===== config.mk =====
export PLATFORM = sky130hd
export DESIGN_NAME = rpos_sequencer
export DESIGN_NICKNAME = d
export VERILOG_FILES = /design/src/core/rpos_pkg.sv /design/src/core/rpos_sequencer.sv
export SDC_FILE = /design/constraint.sdc
export NUM_CORES = 1
export LEC_CHECK = 0
export ABC_AREA = 1
export BUFFER_PORTS_ARGS = -buffer_cell sky130_fd_sc_hd__buf_2
export CORE_ASPECT_RATIO = 1.2
export CORE_MARGIN = 8
export CORE_UTILIZATION = 55
export CTS_CLUSTER_DIAMETER = 60
export CTS_CLUSTER_SIZE = 25
export DETAILED_ROUTE_END_ITERATION = 8
export PLACE_DENSITY = 0.82
export SLEW_MARGIN = 20
export SYNTH_ARGS = -nofsm -noshare
export SYNTH_HDL_FRONTEND = slang
export SYNTH_SLANG_ARGS = --single-unit

===== constraint.sdc =====
create_clock -name aclk -period 1.96 [get_ports aclk]
set_input_delay 0.098 -clock aclk [delete_from_list [all_inputs] [get_ports aclk]]
set_output_delay 0.098 -clock aclk [all_outputs]
set_load 0.1 [all_outputs]

===== src/core/rpos_pkg.sv =====
// Function
// RULE1 - Accept undervoltage, watchdog, pin and software resets; first three run power-on.
// RULE2 - After any reset registers take initial values and fetch starts at 0x0000.
// RULE3 - Power-on sequence: power stabilization stage, then clock stabilization stage.
// RULE4 - Power stabilization lasts about 4.6 ms before clock setup.
// RULE5 - End of power stabilization loads the clock source option and starts it.
// RULE6 - Clock stabilization counts 2048 selected clocks and 5 low-speed clocks.
// RULE7 - Supply at or below 1.8 V asserts system reset.
// RULE8 - Watchdog resets only when firmware fails to clear it before expiry.
// RULE9 - Writing key 0x5A to the watchdog clear register restarts the count.
// RULE10 - Always-on watchdog keeps counting in every CPU state.
// RULE11 - Enabled watchdog counts in normal mode and halts in idle or stop.
// RULE12 - Disabled watchdog never counts and never resets.
// RULE13 - Watchdog clock is low-speed oscillator divided by 4, 8, 16 or 32.
// RULE14 - Reset pin option: debounced reset, plain reset, or general-purpose pin.
// RULE15 - Clock source option picks one of five sources; unused oscillator pins become GPIO.
// RULE16 - Watchdog expires after 256 prescaled ticks.
// RULE17 - Debounced pin resets only after 8 ms continuous low; shorter pulses ignored.
// RULE18 - Software reset needs the request bit set on two consecutive writes.
// RULE19 - A readable flag records whether the last reset was undervoltage, watchdog or pin.
// RULE20 - Without debounce the system stays in reset while the pin is low.
// RULE21 - Any system reset clears watchdog counter and prescaler.
package rpos_pkg;
	// Clock and timing.
	localparam int       CLK_PERIOD_NS = 50;
	localparam real      PWR_STAB_MS   = 4.6;
	localparam int       PWR_STAB_CYC  = int'($ceil(PWR_STAB_MS * 1.0e6 / CLK_PERIOD_NS));
	localparam real      DEBOUNCE_MS   = 8.0;
	localparam int       DEBOUNCE_CYC  = int'($ceil(DEBOUNCE_MS * 1.0e6 / CLK_PERIOD_NS));
	localparam int       CNT_W         = 18;
	localparam bit [11:0] OSC_STAB_CNT = 12'h800;
	localparam bit [2:0]  LSO_STAB_CNT = 3'h5;
	localparam bit [7:0]  WDT_LAST     = 8'hff;
	localparam bit [7:0]  WDT_KEY      = 8'h5a;
	localparam bit [15:0] RESET_VECTOR = 16'h0000;
	// Register byte addresses.
	localparam bit [7:0] CAUSE_ADDR = 8'h00;
	localparam bit [7:0] SOFT_ADDR  = 8'h04;
	localparam bit [7:0] WCLR_ADDR  = 8'h08;
	localparam bit [7:0] STAT_ADDR  = 8'h0c;
	// Field positions.
	localparam int CAUSE_UV_BIT  = 7;
	localparam int CAUSE_WDT_BIT = 6;
	localparam int CAUSE_PIN_BIT = 5;
	localparam int SOFT_REQ_BIT  = 0;
	localparam bit [1:0] RESP_OKAY   = 2'h0;
	localparam bit [1:0] RESP_SLVERR = 2'h2;

	typedef enum logic [2:0] {CLK_INT32, CLK_INT32_RTC, CLK_XTAL_HI, CLK_XTAL_STD, CLK_EXT} rpos_clk_src_t;
	typedef enum logic [1:0] {WDT_ALWAYS, WDT_ENABLE, WDT_DISABLE} rpos_wdt_mode_t;
	typedef enum logic [1:0] {PIN_RST_DEB, PIN_RST_PLAIN, PIN_GPIO} rpos_pin_mode_t;
	typedef enum logic [2:0] {ST_HOLD, ST_PWR, ST_CLK, ST_RUN, ST_SOFT} rpos_state_t;

	typedef struct packed {
		rpos_clk_src_t  clk_src;
		rpos_wdt_mode_t wdt_mode;
		logic [1:0]     wdt_period;
		rpos_pin_mode_t pin_mode;
	} rpos_opts_t;

	typedef struct packed {
		logic        awvalid;
		logic [7:0]  awaddr;
		logic        wvalid;
		logic [31:0] wdata;
		logic [3:0]  wstrb;
		logic        bready;
		logic        arvalid;
		logic [7:0]  araddr;
		logic        rready;
	} rpos_axi_req_t;

	typedef struct packed {
		logic        awready;
		logic        wready;
		logic        bvalid;
		logic [1:0]  bresp;
		logic        arready;
		logic        rvalid;
		logic [31:0] rdata;
		logic [1:0]  rresp;
	} rpos_axi_rsp_t;
endpackage : rpos_pkg


===== src/core/rpos_sequencer.sv =====
// The register offsets and register access over AXI4-Lite were left to the implementer.
`timescale 1ns/10ps
`default_nettype none
module rpos_sequencer import rpos_pkg::*; #(
	parameter int PWR_CYC = PWR_STAB_CYC,
	parameter int DEB_CYC = DEBOUNCE_CYC
) (
	input  wire logic          aclk,
	input  wire logic          aresetn,
	input  wire rpos_axi_req_t axi_req,
	output rpos_axi_rsp_t      axi_rsp,
	input  wire rpos_opts_t    opts,
	input  wire logic          undervoltage_detector,
	input  wire logic          shared_reset_gpio_in,
	input  wire logic          low_speed_osc,
	input  wire logic          selected_osc,
	input  wire logic          cpu_idle,
	input  wire logic          cpu_stop,
	output logic               sys_reset_n,
	output logic [15:0]        fetch_addr,
	output rpos_clk_src_t      clk_src_sel,
	output logic               osc_enable,
	output logic               osc_in_pin_gpio,
	output logic               osc_out_pin_gpio,
	output logic               shared_reset_gpio
);
	typedef struct packed {
		logic [2:0]       uv_s;
		logic [2:0]       pin_s;
		logic [2:0]       lso_s;
		logic [2:0]       osc_s;
		logic             uv_f;
		logic             pin_f;
		logic             lso_f;
		logic             osc_f;
		logic             lso_p;
		logic             osc_p;
		rpos_state_t      st;
		logic [CNT_W-1:0] seq_cnt;
		logic [CNT_W-1:0] deb_cnt;
		logic [11:0]      osc_cnt;
		logic [2:0]       lso_cnt;
		logic [4:0]       wdt_pre;
		logic [7:0]       wdt_cnt;
		logic             sys_rst_n;
		logic [15:0]      vec;
		rpos_clk_src_t    clk_src;
		logic             osc_en;
		logic             in_gpio;
		logic             out_gpio;
		logic             pin_gpio;
		logic [2:0]       cause;
		logic             soft_flag;
		logic             soft_armed;
		logic             aw_held;
		logic [7:0]       awaddr;
		logic             w_held;
		logic [7:0]       wbyte;
		logic             wstrb0;
		rpos_axi_rsp_t    rsp;
	} rpos_regs_t;

	rpos_regs_t q;
	rpos_regs_t d;
	logic       lso_rise;
	logic       osc_rise;
	logic       wdt_tick;
	logic       wdt_run;
	logic       wdt_exp;
	logic       key_wr;
	logic       pin_hold;
	logic       soft_trig;
	logic       do_write;

	// Takes a new level once the second and third stages agree.
	function automatic logic filt(input logic [2:0] s, input logic f);
		return (s[2] == s[1]) ? s[2] : f;
	endfunction : filt

	// Prescaler divide ratio minus one for the overflow-period option.
	function automatic logic [4:0] wdt_div_last(input logic [1:0] p);
		return 5'((5'h4 << p) - 5'h1);
	endfunction : wdt_div_last

	// Register read multiplexer.
	function automatic logic [31:0] reg_read(input rpos_regs_t r, input logic [7:0] a);
		logic [31:0] v;
		v = '0;
		if (a == CAUSE_ADDR) begin
			v[CAUSE_UV_BIT]  = r.cause[2];
			v[CAUSE_WDT_BIT] = r.cause[1];
			v[CAUSE_PIN_BIT] = r.cause[0];
		end else if (a == SOFT_ADDR) begin
			v[SOFT_REQ_BIT] = r.soft_flag;
		end else if (a == STAT_ADDR) begin
			v[7:0]   = r.wdt_cnt;
			v[10:8]  = r.st;
			v[11]    = r.soft_armed;
		end
		return v;
	endfunction : reg_read

	function automatic logic addr_ok(input logic [7:0] a);
		return (a == CAUSE_ADDR) || (a == SOFT_ADDR) || (a == WCLR_ADDR) || (a == STAT_ADDR);
	endfunction : addr_ok

	// Event terms derived from the current state.
	always_comb begin
		lso_rise  = q.lso_f && !q.lso_p;
		osc_rise  = q.osc_f && !q.osc_p;
		do_write  = q.aw_held && q.w_held && !q.rsp.bvalid;
		key_wr    = do_write && (q.awaddr == WCLR_ADDR) && q.wstrb0 && (q.wbyte == WDT_KEY); // RULE9
		soft_trig = do_write && (q.awaddr == SOFT_ADDR) && q.wstrb0 && q.wbyte[SOFT_REQ_BIT]
			&& q.soft_armed; // RULE18
		wdt_run   = (q.st == ST_RUN) && ((opts.wdt_mode == WDT_ALWAYS) // RULE10
			|| ((opts.wdt_mode == WDT_ENABLE) && !cpu_idle && !cpu_stop)); // RULE11 RULE12
		wdt_tick  = wdt_run && lso_rise && (q.wdt_pre == wdt_div_last(opts.wdt_period)); // RULE13
		wdt_exp   = wdt_tick && (q.wdt_cnt == WDT_LAST); // RULE16 RULE8
		pin_hold  = !q.pin_f && ((opts.pin_mode == PIN_RST_PLAIN) // RULE20
			|| ((opts.pin_mode == PIN_RST_DEB) && (q.deb_cnt == CNT_W'(DEB_CYC - 1)))); // RULE17 RULE14
	end

	// Next-state logic for the whole block.
	always_comb begin
		d = q;
		// Pin synchronisers.
		d.uv_s  = {q.uv_s[1:0], undervoltage_detector};
		d.pin_s = {q.pin_s[1:0], shared_reset_gpio_in};
		d.lso_s = {q.lso_s[1:0], low_speed_osc};
		d.osc_s = {q.osc_s[1:0], selected_osc};
		d.uv_f  = filt(q.uv_s, q.uv_f);
		d.pin_f = filt(q.pin_s, q.pin_f);
		d.lso_f = filt(q.lso_s, q.lso_f);
		d.osc_f = filt(q.osc_s, q.osc_f);
		d.lso_p = q.lso_f;
		d.osc_p = q.osc_f;
		// Debounce timer runs only while the pin is low.
		if (q.pin_f || (opts.pin_mode != PIN_RST_DEB)) begin
			d.deb_cnt = '0; // RULE17
		end else if (q.deb_cnt != CNT_W'(DEB_CYC - 1)) begin
			d.deb_cnt = CNT_W'(q.deb_cnt + 1'b1);
		end
		// Watchdog prescaler and counter.
		if (!wdt_run) begin
			if (q.st != ST_RUN || opts.wdt_mode == WDT_DISABLE) begin
				d.wdt_pre = '0; // RULE21 RULE12
				d.wdt_cnt = '0;
			end
		end else if (lso_rise) begin
			d.wdt_pre = wdt_tick ? 5'h0 : 5'(q.wdt_pre + 1'b1); // RULE13
			if (wdt_tick) begin
				d.wdt_cnt = 8'(q.wdt_cnt + 1'b1);
			end
		end
		if (key_wr && !wdt_exp) begin
			d.wdt_pre = '0; // RULE9
			d.wdt_cnt = '0;
		end
		// Software reset arming: only back-to-back writes of the request bit count.
		if (do_write) begin
			d.soft_armed = (q.awaddr == SOFT_ADDR) && q.wstrb0 && q.wbyte[SOFT_REQ_BIT] && !q.soft_armed;
		end
		// Sequencer.
		case (q.st)
			ST_HOLD: begin
				d.osc_en = 1'b0;
				if (!q.uv_f && !pin_hold) begin
					d.st      = ST_PWR; // RULE3
					d.seq_cnt = '0;
				end
			end
			ST_PWR: begin
				d.seq_cnt = CNT_W'(q.seq_cnt + 1'b1);
				if (q.seq_cnt == CNT_W'(PWR_CYC - 1)) begin
					d.st      = ST_CLK; // RULE4
					d.clk_src = opts.clk_src; // RULE5
					d.osc_en  = 1'b1;
					d.osc_cnt = '0;
					d.lso_cnt = '0;
				end
			end
			ST_CLK: begin
				if (osc_rise && q.osc_cnt != OSC_STAB_CNT) begin
					d.osc_cnt = 12'(q.osc_cnt + 1'b1); // RULE6
				end
				if (lso_rise && q.lso_cnt != LSO_STAB_CNT) begin
					d.lso_cnt = 3'(q.lso_cnt + 1'b1);
				end
				if (q.osc_cnt == OSC_STAB_CNT && q.lso_cnt == LSO_STAB_CNT) begin
					d.st = ST_RUN; // RULE6
				end
			end
			ST_SOFT: begin
				d.st = ST_RUN;
			end
			default: begin
				if (soft_trig) begin
					d.st         = ST_SOFT; // RULE1
					d.cause      = '0;
					d.soft_flag  = 1'b1;
					d.soft_armed = 1'b0;
				end
			end
		endcase
		// Hardware sources restart the full sequence and record their cause.
		if (q.uv_f || pin_hold || wdt_exp) begin
			d.st = ST_HOLD; // RULE1
			if (q.st == ST_RUN || q.st == ST_SOFT) begin
				d.cause     = '0;
				d.soft_flag = 1'b0;
			end
			d.cause      = d.cause | {q.uv_f, wdt_exp, pin_hold}; // RULE19 RULE7
			d.soft_armed = 1'b0;
		end
		d.sys_rst_n = (d.st == ST_RUN); // RULE2
		d.vec       = RESET_VECTOR; // RULE2
		d.in_gpio   = (d.clk_src == CLK_INT32); // RULE15
		d.out_gpio  = (d.clk_src == CLK_INT32) || (d.clk_src == CLK_EXT);
		d.pin_gpio  = (opts.pin_mode == PIN_GPIO); // RULE14
		// AXI4-Lite write channels, taken in either order.
		if (q.rsp.awready && axi_req.awvalid) begin
			d.aw_held     = 1'b1;
			d.awaddr      = axi_req.awaddr;
			d.rsp.awready = 1'b0;
		end
		if (q.rsp.wready && axi_req.wvalid) begin
			d.w_held     = 1'b1;
			d.wbyte      = axi_req.wdata[7:0];
			d.wstrb0     = axi_req.wstrb[0];
			d.rsp.wready = 1'b0;
		end
		if (do_write) begin
			d.aw_held    = 1'b0;
			d.w_held     = 1'b0;
			d.rsp.bvalid = 1'b1;
			d.rsp.bresp  = addr_ok(q.awaddr) ? RESP_OKAY : RESP_SLVERR;
		end
		if (q.rsp.bvalid && axi_req.bready) begin
			d.rsp.bvalid  = 1'b0;
			d.rsp.awready = 1'b1;
			d.rsp.wready  = 1'b1;
		end
		// AXI4-Lite read channel.
		if (q.rsp.arready && axi_req.arvalid) begin
			d.rsp.arready = 1'b0;
			d.rsp.rvalid  = 1'b1;
			d.rsp.rdata   = reg_read(q, axi_req.araddr);
			d.rsp.rresp   = addr_ok(axi_req.araddr) ? RESP_OKAY : RESP_SLVERR;
		end
		if (q.rsp.rvalid && axi_req.rready) begin
			d.rsp.rvalid  = 1'b0;
			d.rsp.arready = 1'b1;
		end
	end

	// State register; reset sets the bus ready flags, so the bus is open as soon as reset is released.
	always_ff @(posedge aclk) begin
		if (!aresetn) begin
			q             <= '0;
			q.pin_s       <= 3'h7;
			q.pin_f       <= 1'b1;
			q.in_gpio     <= 1'b1;
			q.out_gpio    <= 1'b1;
			q.rsp.awready <= 1'b1;
			q.rsp.wready  <= 1'b1;
			q.rsp.arready <= 1'b1;
		end else begin
			q <= d;
		end
	end

	// Outputs straight from the state register.
	assign axi_rsp           = q.rsp;
	assign sys_reset_n       = q.sys_rst_n;
	assign fetch_addr        = q.vec;
	assign clk_src_sel       = q.clk_src;
	assign osc_enable        = q.osc_en;
	assign osc_in_pin_gpio   = q.in_gpio;
	assign osc_out_pin_gpio  = q.out_gpio;
	assign shared_reset_gpio = q.pin_gpio;
endmodule : rpos_sequencer
`default_nettype wire


==> summary by stage <==
Global route
Global routing consumed, over all layers together, about 20% of the routing resources. The via count of the first global-routing pass is ~6,400. The total overflow left after global routing is 0. The maximum number of pins on one net before global-route repair is 57. The first global-routing pass estimated ~28,000 um of wire. The initial antenna violation count is 0.

Synth
The total of warnings raised by yosys is 0. Synthesis produced a netlist whose cell count is just under 1,000. The synthesized area is around 6900 um2. Yosys mapped a number of flops with a built-in enable equal to 0. For this run, the leading register cell type out of synthesis is dfxtp_1.

The count of different cell masters after synthesis is 44. Summing the sequential cell areas from Yosys gives between 30% and 40% of the chip area. In the synthesized netlist the async set-or-reset flop fraction comes to 0%. The count of state elements after synthesis is ~140. The post-synthesis area per instance is between 7 and 8 um2.

Timing
The aggregate negative setup slack is 0 ns. The clock skew after layout is between 0.01 and 0.015 ns. Counting I/O delays and the setup requirement, the final critical path takes between 1.5 and 2 ns.

The achievable clock frequency is about 0.56 GHz. Setup violations remaining at the end of the flow were counted as 0. Setup repair after global routing left no endpoint under its margin.

The count of final max-slew check failures is 0. The final critical path takes up between 90% and 100% of the cycle. The final-report hold violation count is 0.

Clock network
The register clock-pin slew on the reported worst setup and hold paths is ~0.060 ns. CTS saw about 140 sinks. The tree is rooted in a clkbuf_16.

In this run the number of H-tree levels came out at 4. The clock reaches the later pin of the worst-skew pair after about 0.42 ns. TritonCTS created 17 clock buffers. The clock tree from TritonCTS is built. No sink is reached through more buffers than the 2 on the longest clock path.

Route
The via count of the routed design is about 6,500. The wire length per cell after detailed routing is 12.9 um. The detail route stage leaves a number of antenna-violating nets equal to 0.

The pre-antenna-repair detailed-routing pass consisted of 5 iterations. The detailed router's first-iteration violation count is 344. The final layout contains routed wiring with a total length of around 16,000 um. For this run, design rule violations remaining after detail routing come to 0.

Dividing the detail-routed via count by the number of cells gives a little over 5.

Power
The worst-case IR drop observed on VDD is roughly 530 uV. After layout, the design draws a total of approximately 7 mW. Summed over all cells, the static leakage comes to 3.61 nW. In this run the power density over the cells is 865 nW/um2.

Floorplanning
The core area is about 12,000 um2. From bottom edge to top edge, the die measures roughly 140 um. The initial utilization of the core area, before any placement, comes to between 50% and 60%. The die covers ~16,000 um2.

The count of pins on the block boundary is about 140. The count of standard-cell rows is 45. The floorplan die width is roughly 120 um.

Layout
Leaving out fill and tap cells, the most frequent cells in the layout are nand2_1, nor2_1, dfxtp_1. For this run, the post-layout net count is around 1,200. The repair_antennas step left the layout with diodes totalling 0.

The share of layout cells above drive strength 1 is between 10% and 20%. The synthesis-to-finish area growth is 18.9%. Leaving out fill and tap cells, the most frequent cell in the layout is nand2_1.

Job
Across the run, the number of max-cap violations was 0.

Outcome
The flow ran to the end, and the final reports show no timing, DRC or antenna violations.

Critical path
The required time at the endpoint of the critical path is about 2.3 ns. The worst setup path is of the flop to flop kind. The endpoint arrival time on the critical path is around 2.1 ns. STA classifies the critical path startpoint as a flop.

Of all nets on the critical path, the largest fanout is 8. The kind of capture point of the worst setup path is a flop.

Placement
The half-perimeter wire length after detailed placement is between 10,000 and 15,000 um. The routability congestion estimate from global placement is ~0.9. During placement, the flow inserted port buffers numbering 73.

Worst hold path
The worst min-delay path class is primary input to flop.
cells by family after synthesis:
family	synth area share [%]
adder cells (fa/ha/maj)	1.45
XOR/XNOR	1.65
AO/OA/AOI/OAI	12.1
flip-flops	39.5
other	0.0544
AND/OR/NAND/NOR	30.5
buffers and inverters	14.8
per-stage QoR:
step	setup slack [ns]	util [%]	std cells	hold slack (ns)	instance area (um2)
CTS	0.128	65.7	1264	0.00432	8180
detailed placement	0.199	58.1	1199	0.283	7230
floorplan	0.270	-	1019	0.170	7040
finish	0.189	65.9	1265	0.0110	8200
global placement	0.243	58.1	1199	0.280	7230
global route	0.0207	65.9	1265	0.0386	8200
synthesized netlist by cell type (9+ instances only):
| cell type | count | area [um2] |
|---|---|---|
| a21oi_1 | 62 | 310 |
| buf_4 | 63 | 473 |
| clkbuf_1 | 15 | 56.3 |
| dfxtp_1 | 136 | 2720 |
| inv_1 | 113 | 424 |
| nand2_1 | 183 | 687 |
| nand2_2 | 10 | 62.6 |
| nand3_1 | 70 | 350 |
| nand4_1 | 23 | 144 |
| nor2_1 | 143 | 537 |
| nor3_1 | 17 | 85.1 |
| o21ai_0 | 58 | 290 |
| or2_2 | 9 | 56.3 |
| xor2_1 | 12 | 105 |
sequential cells by signal, indices dropped and copies added (netlist names):
| register | flops |
|---|---|
| osc_enable | 1 |
| osc_in_pin_gpio | 1 |
| sys_reset_n | 1 |
| clk_src_sel | 3 |
| axi_rsp | 19 |
| q | 99 |
| d | 10 |
| osc_out_pin_gpio | 1 |
| shared_reset_gpio | 1 |
final timing paths:
check	cells after the start	from	end	slack [ns]
worst max-delay path	10	q[118]	q[152]	0.19
worst min-delay path	3	opts[8]	clk_src_sel[2]	0.01
worst max register to register	10	q[118]	q[152]	0.19
worst min register to register	1	d[169]	d[170]	0.41
metal layers:
layer	wire (um)	GRT usage (%)
met4	549	11.1
met1	6580	21.6
met5	0	0
met2	8460	36.5
met3	778	4.24
worst max-delay path, stage by stage, from the launching register on:
cell and delay [ns]:
dfxtp_1 0.37, ha_2 0.24, nand3_2 0.11, nor3_4 0.16, nand2_2 0.09, nand2_1 0.09
nand2_1 0.09, nand3_2 0.12, buf_4 0.18, nand3_1 0.09, a21oi_1 0.15
what timing repair did:
action	4_1_cts	5_1_grt
setup buffers	0	1
endpoints found under the setup margin	0	9
hold buffers	33	0
resized for setup	0	7
hold endpoints to repair	32	0
report_power, final:
part	total (mW)	internal (mW)	switching, mW
clock network	3.27	2.04	1.23
logic	0.953	0.215	0.738
registers	2.88	2.84	0.0404
area by class of cell:
class | instances | area, um2
flip-flops and latches | 136 | 2730
clock buffers | 18 | 439
well taps | 164 | 205
inverters | 120 | 458
clock inverters | 14 | 173
repair buffers | 131 | 896
fillers | 1007 | 4240
multi-input cells | 682 | 3310
Note: power is estimated with default switching activity, not from simulation.
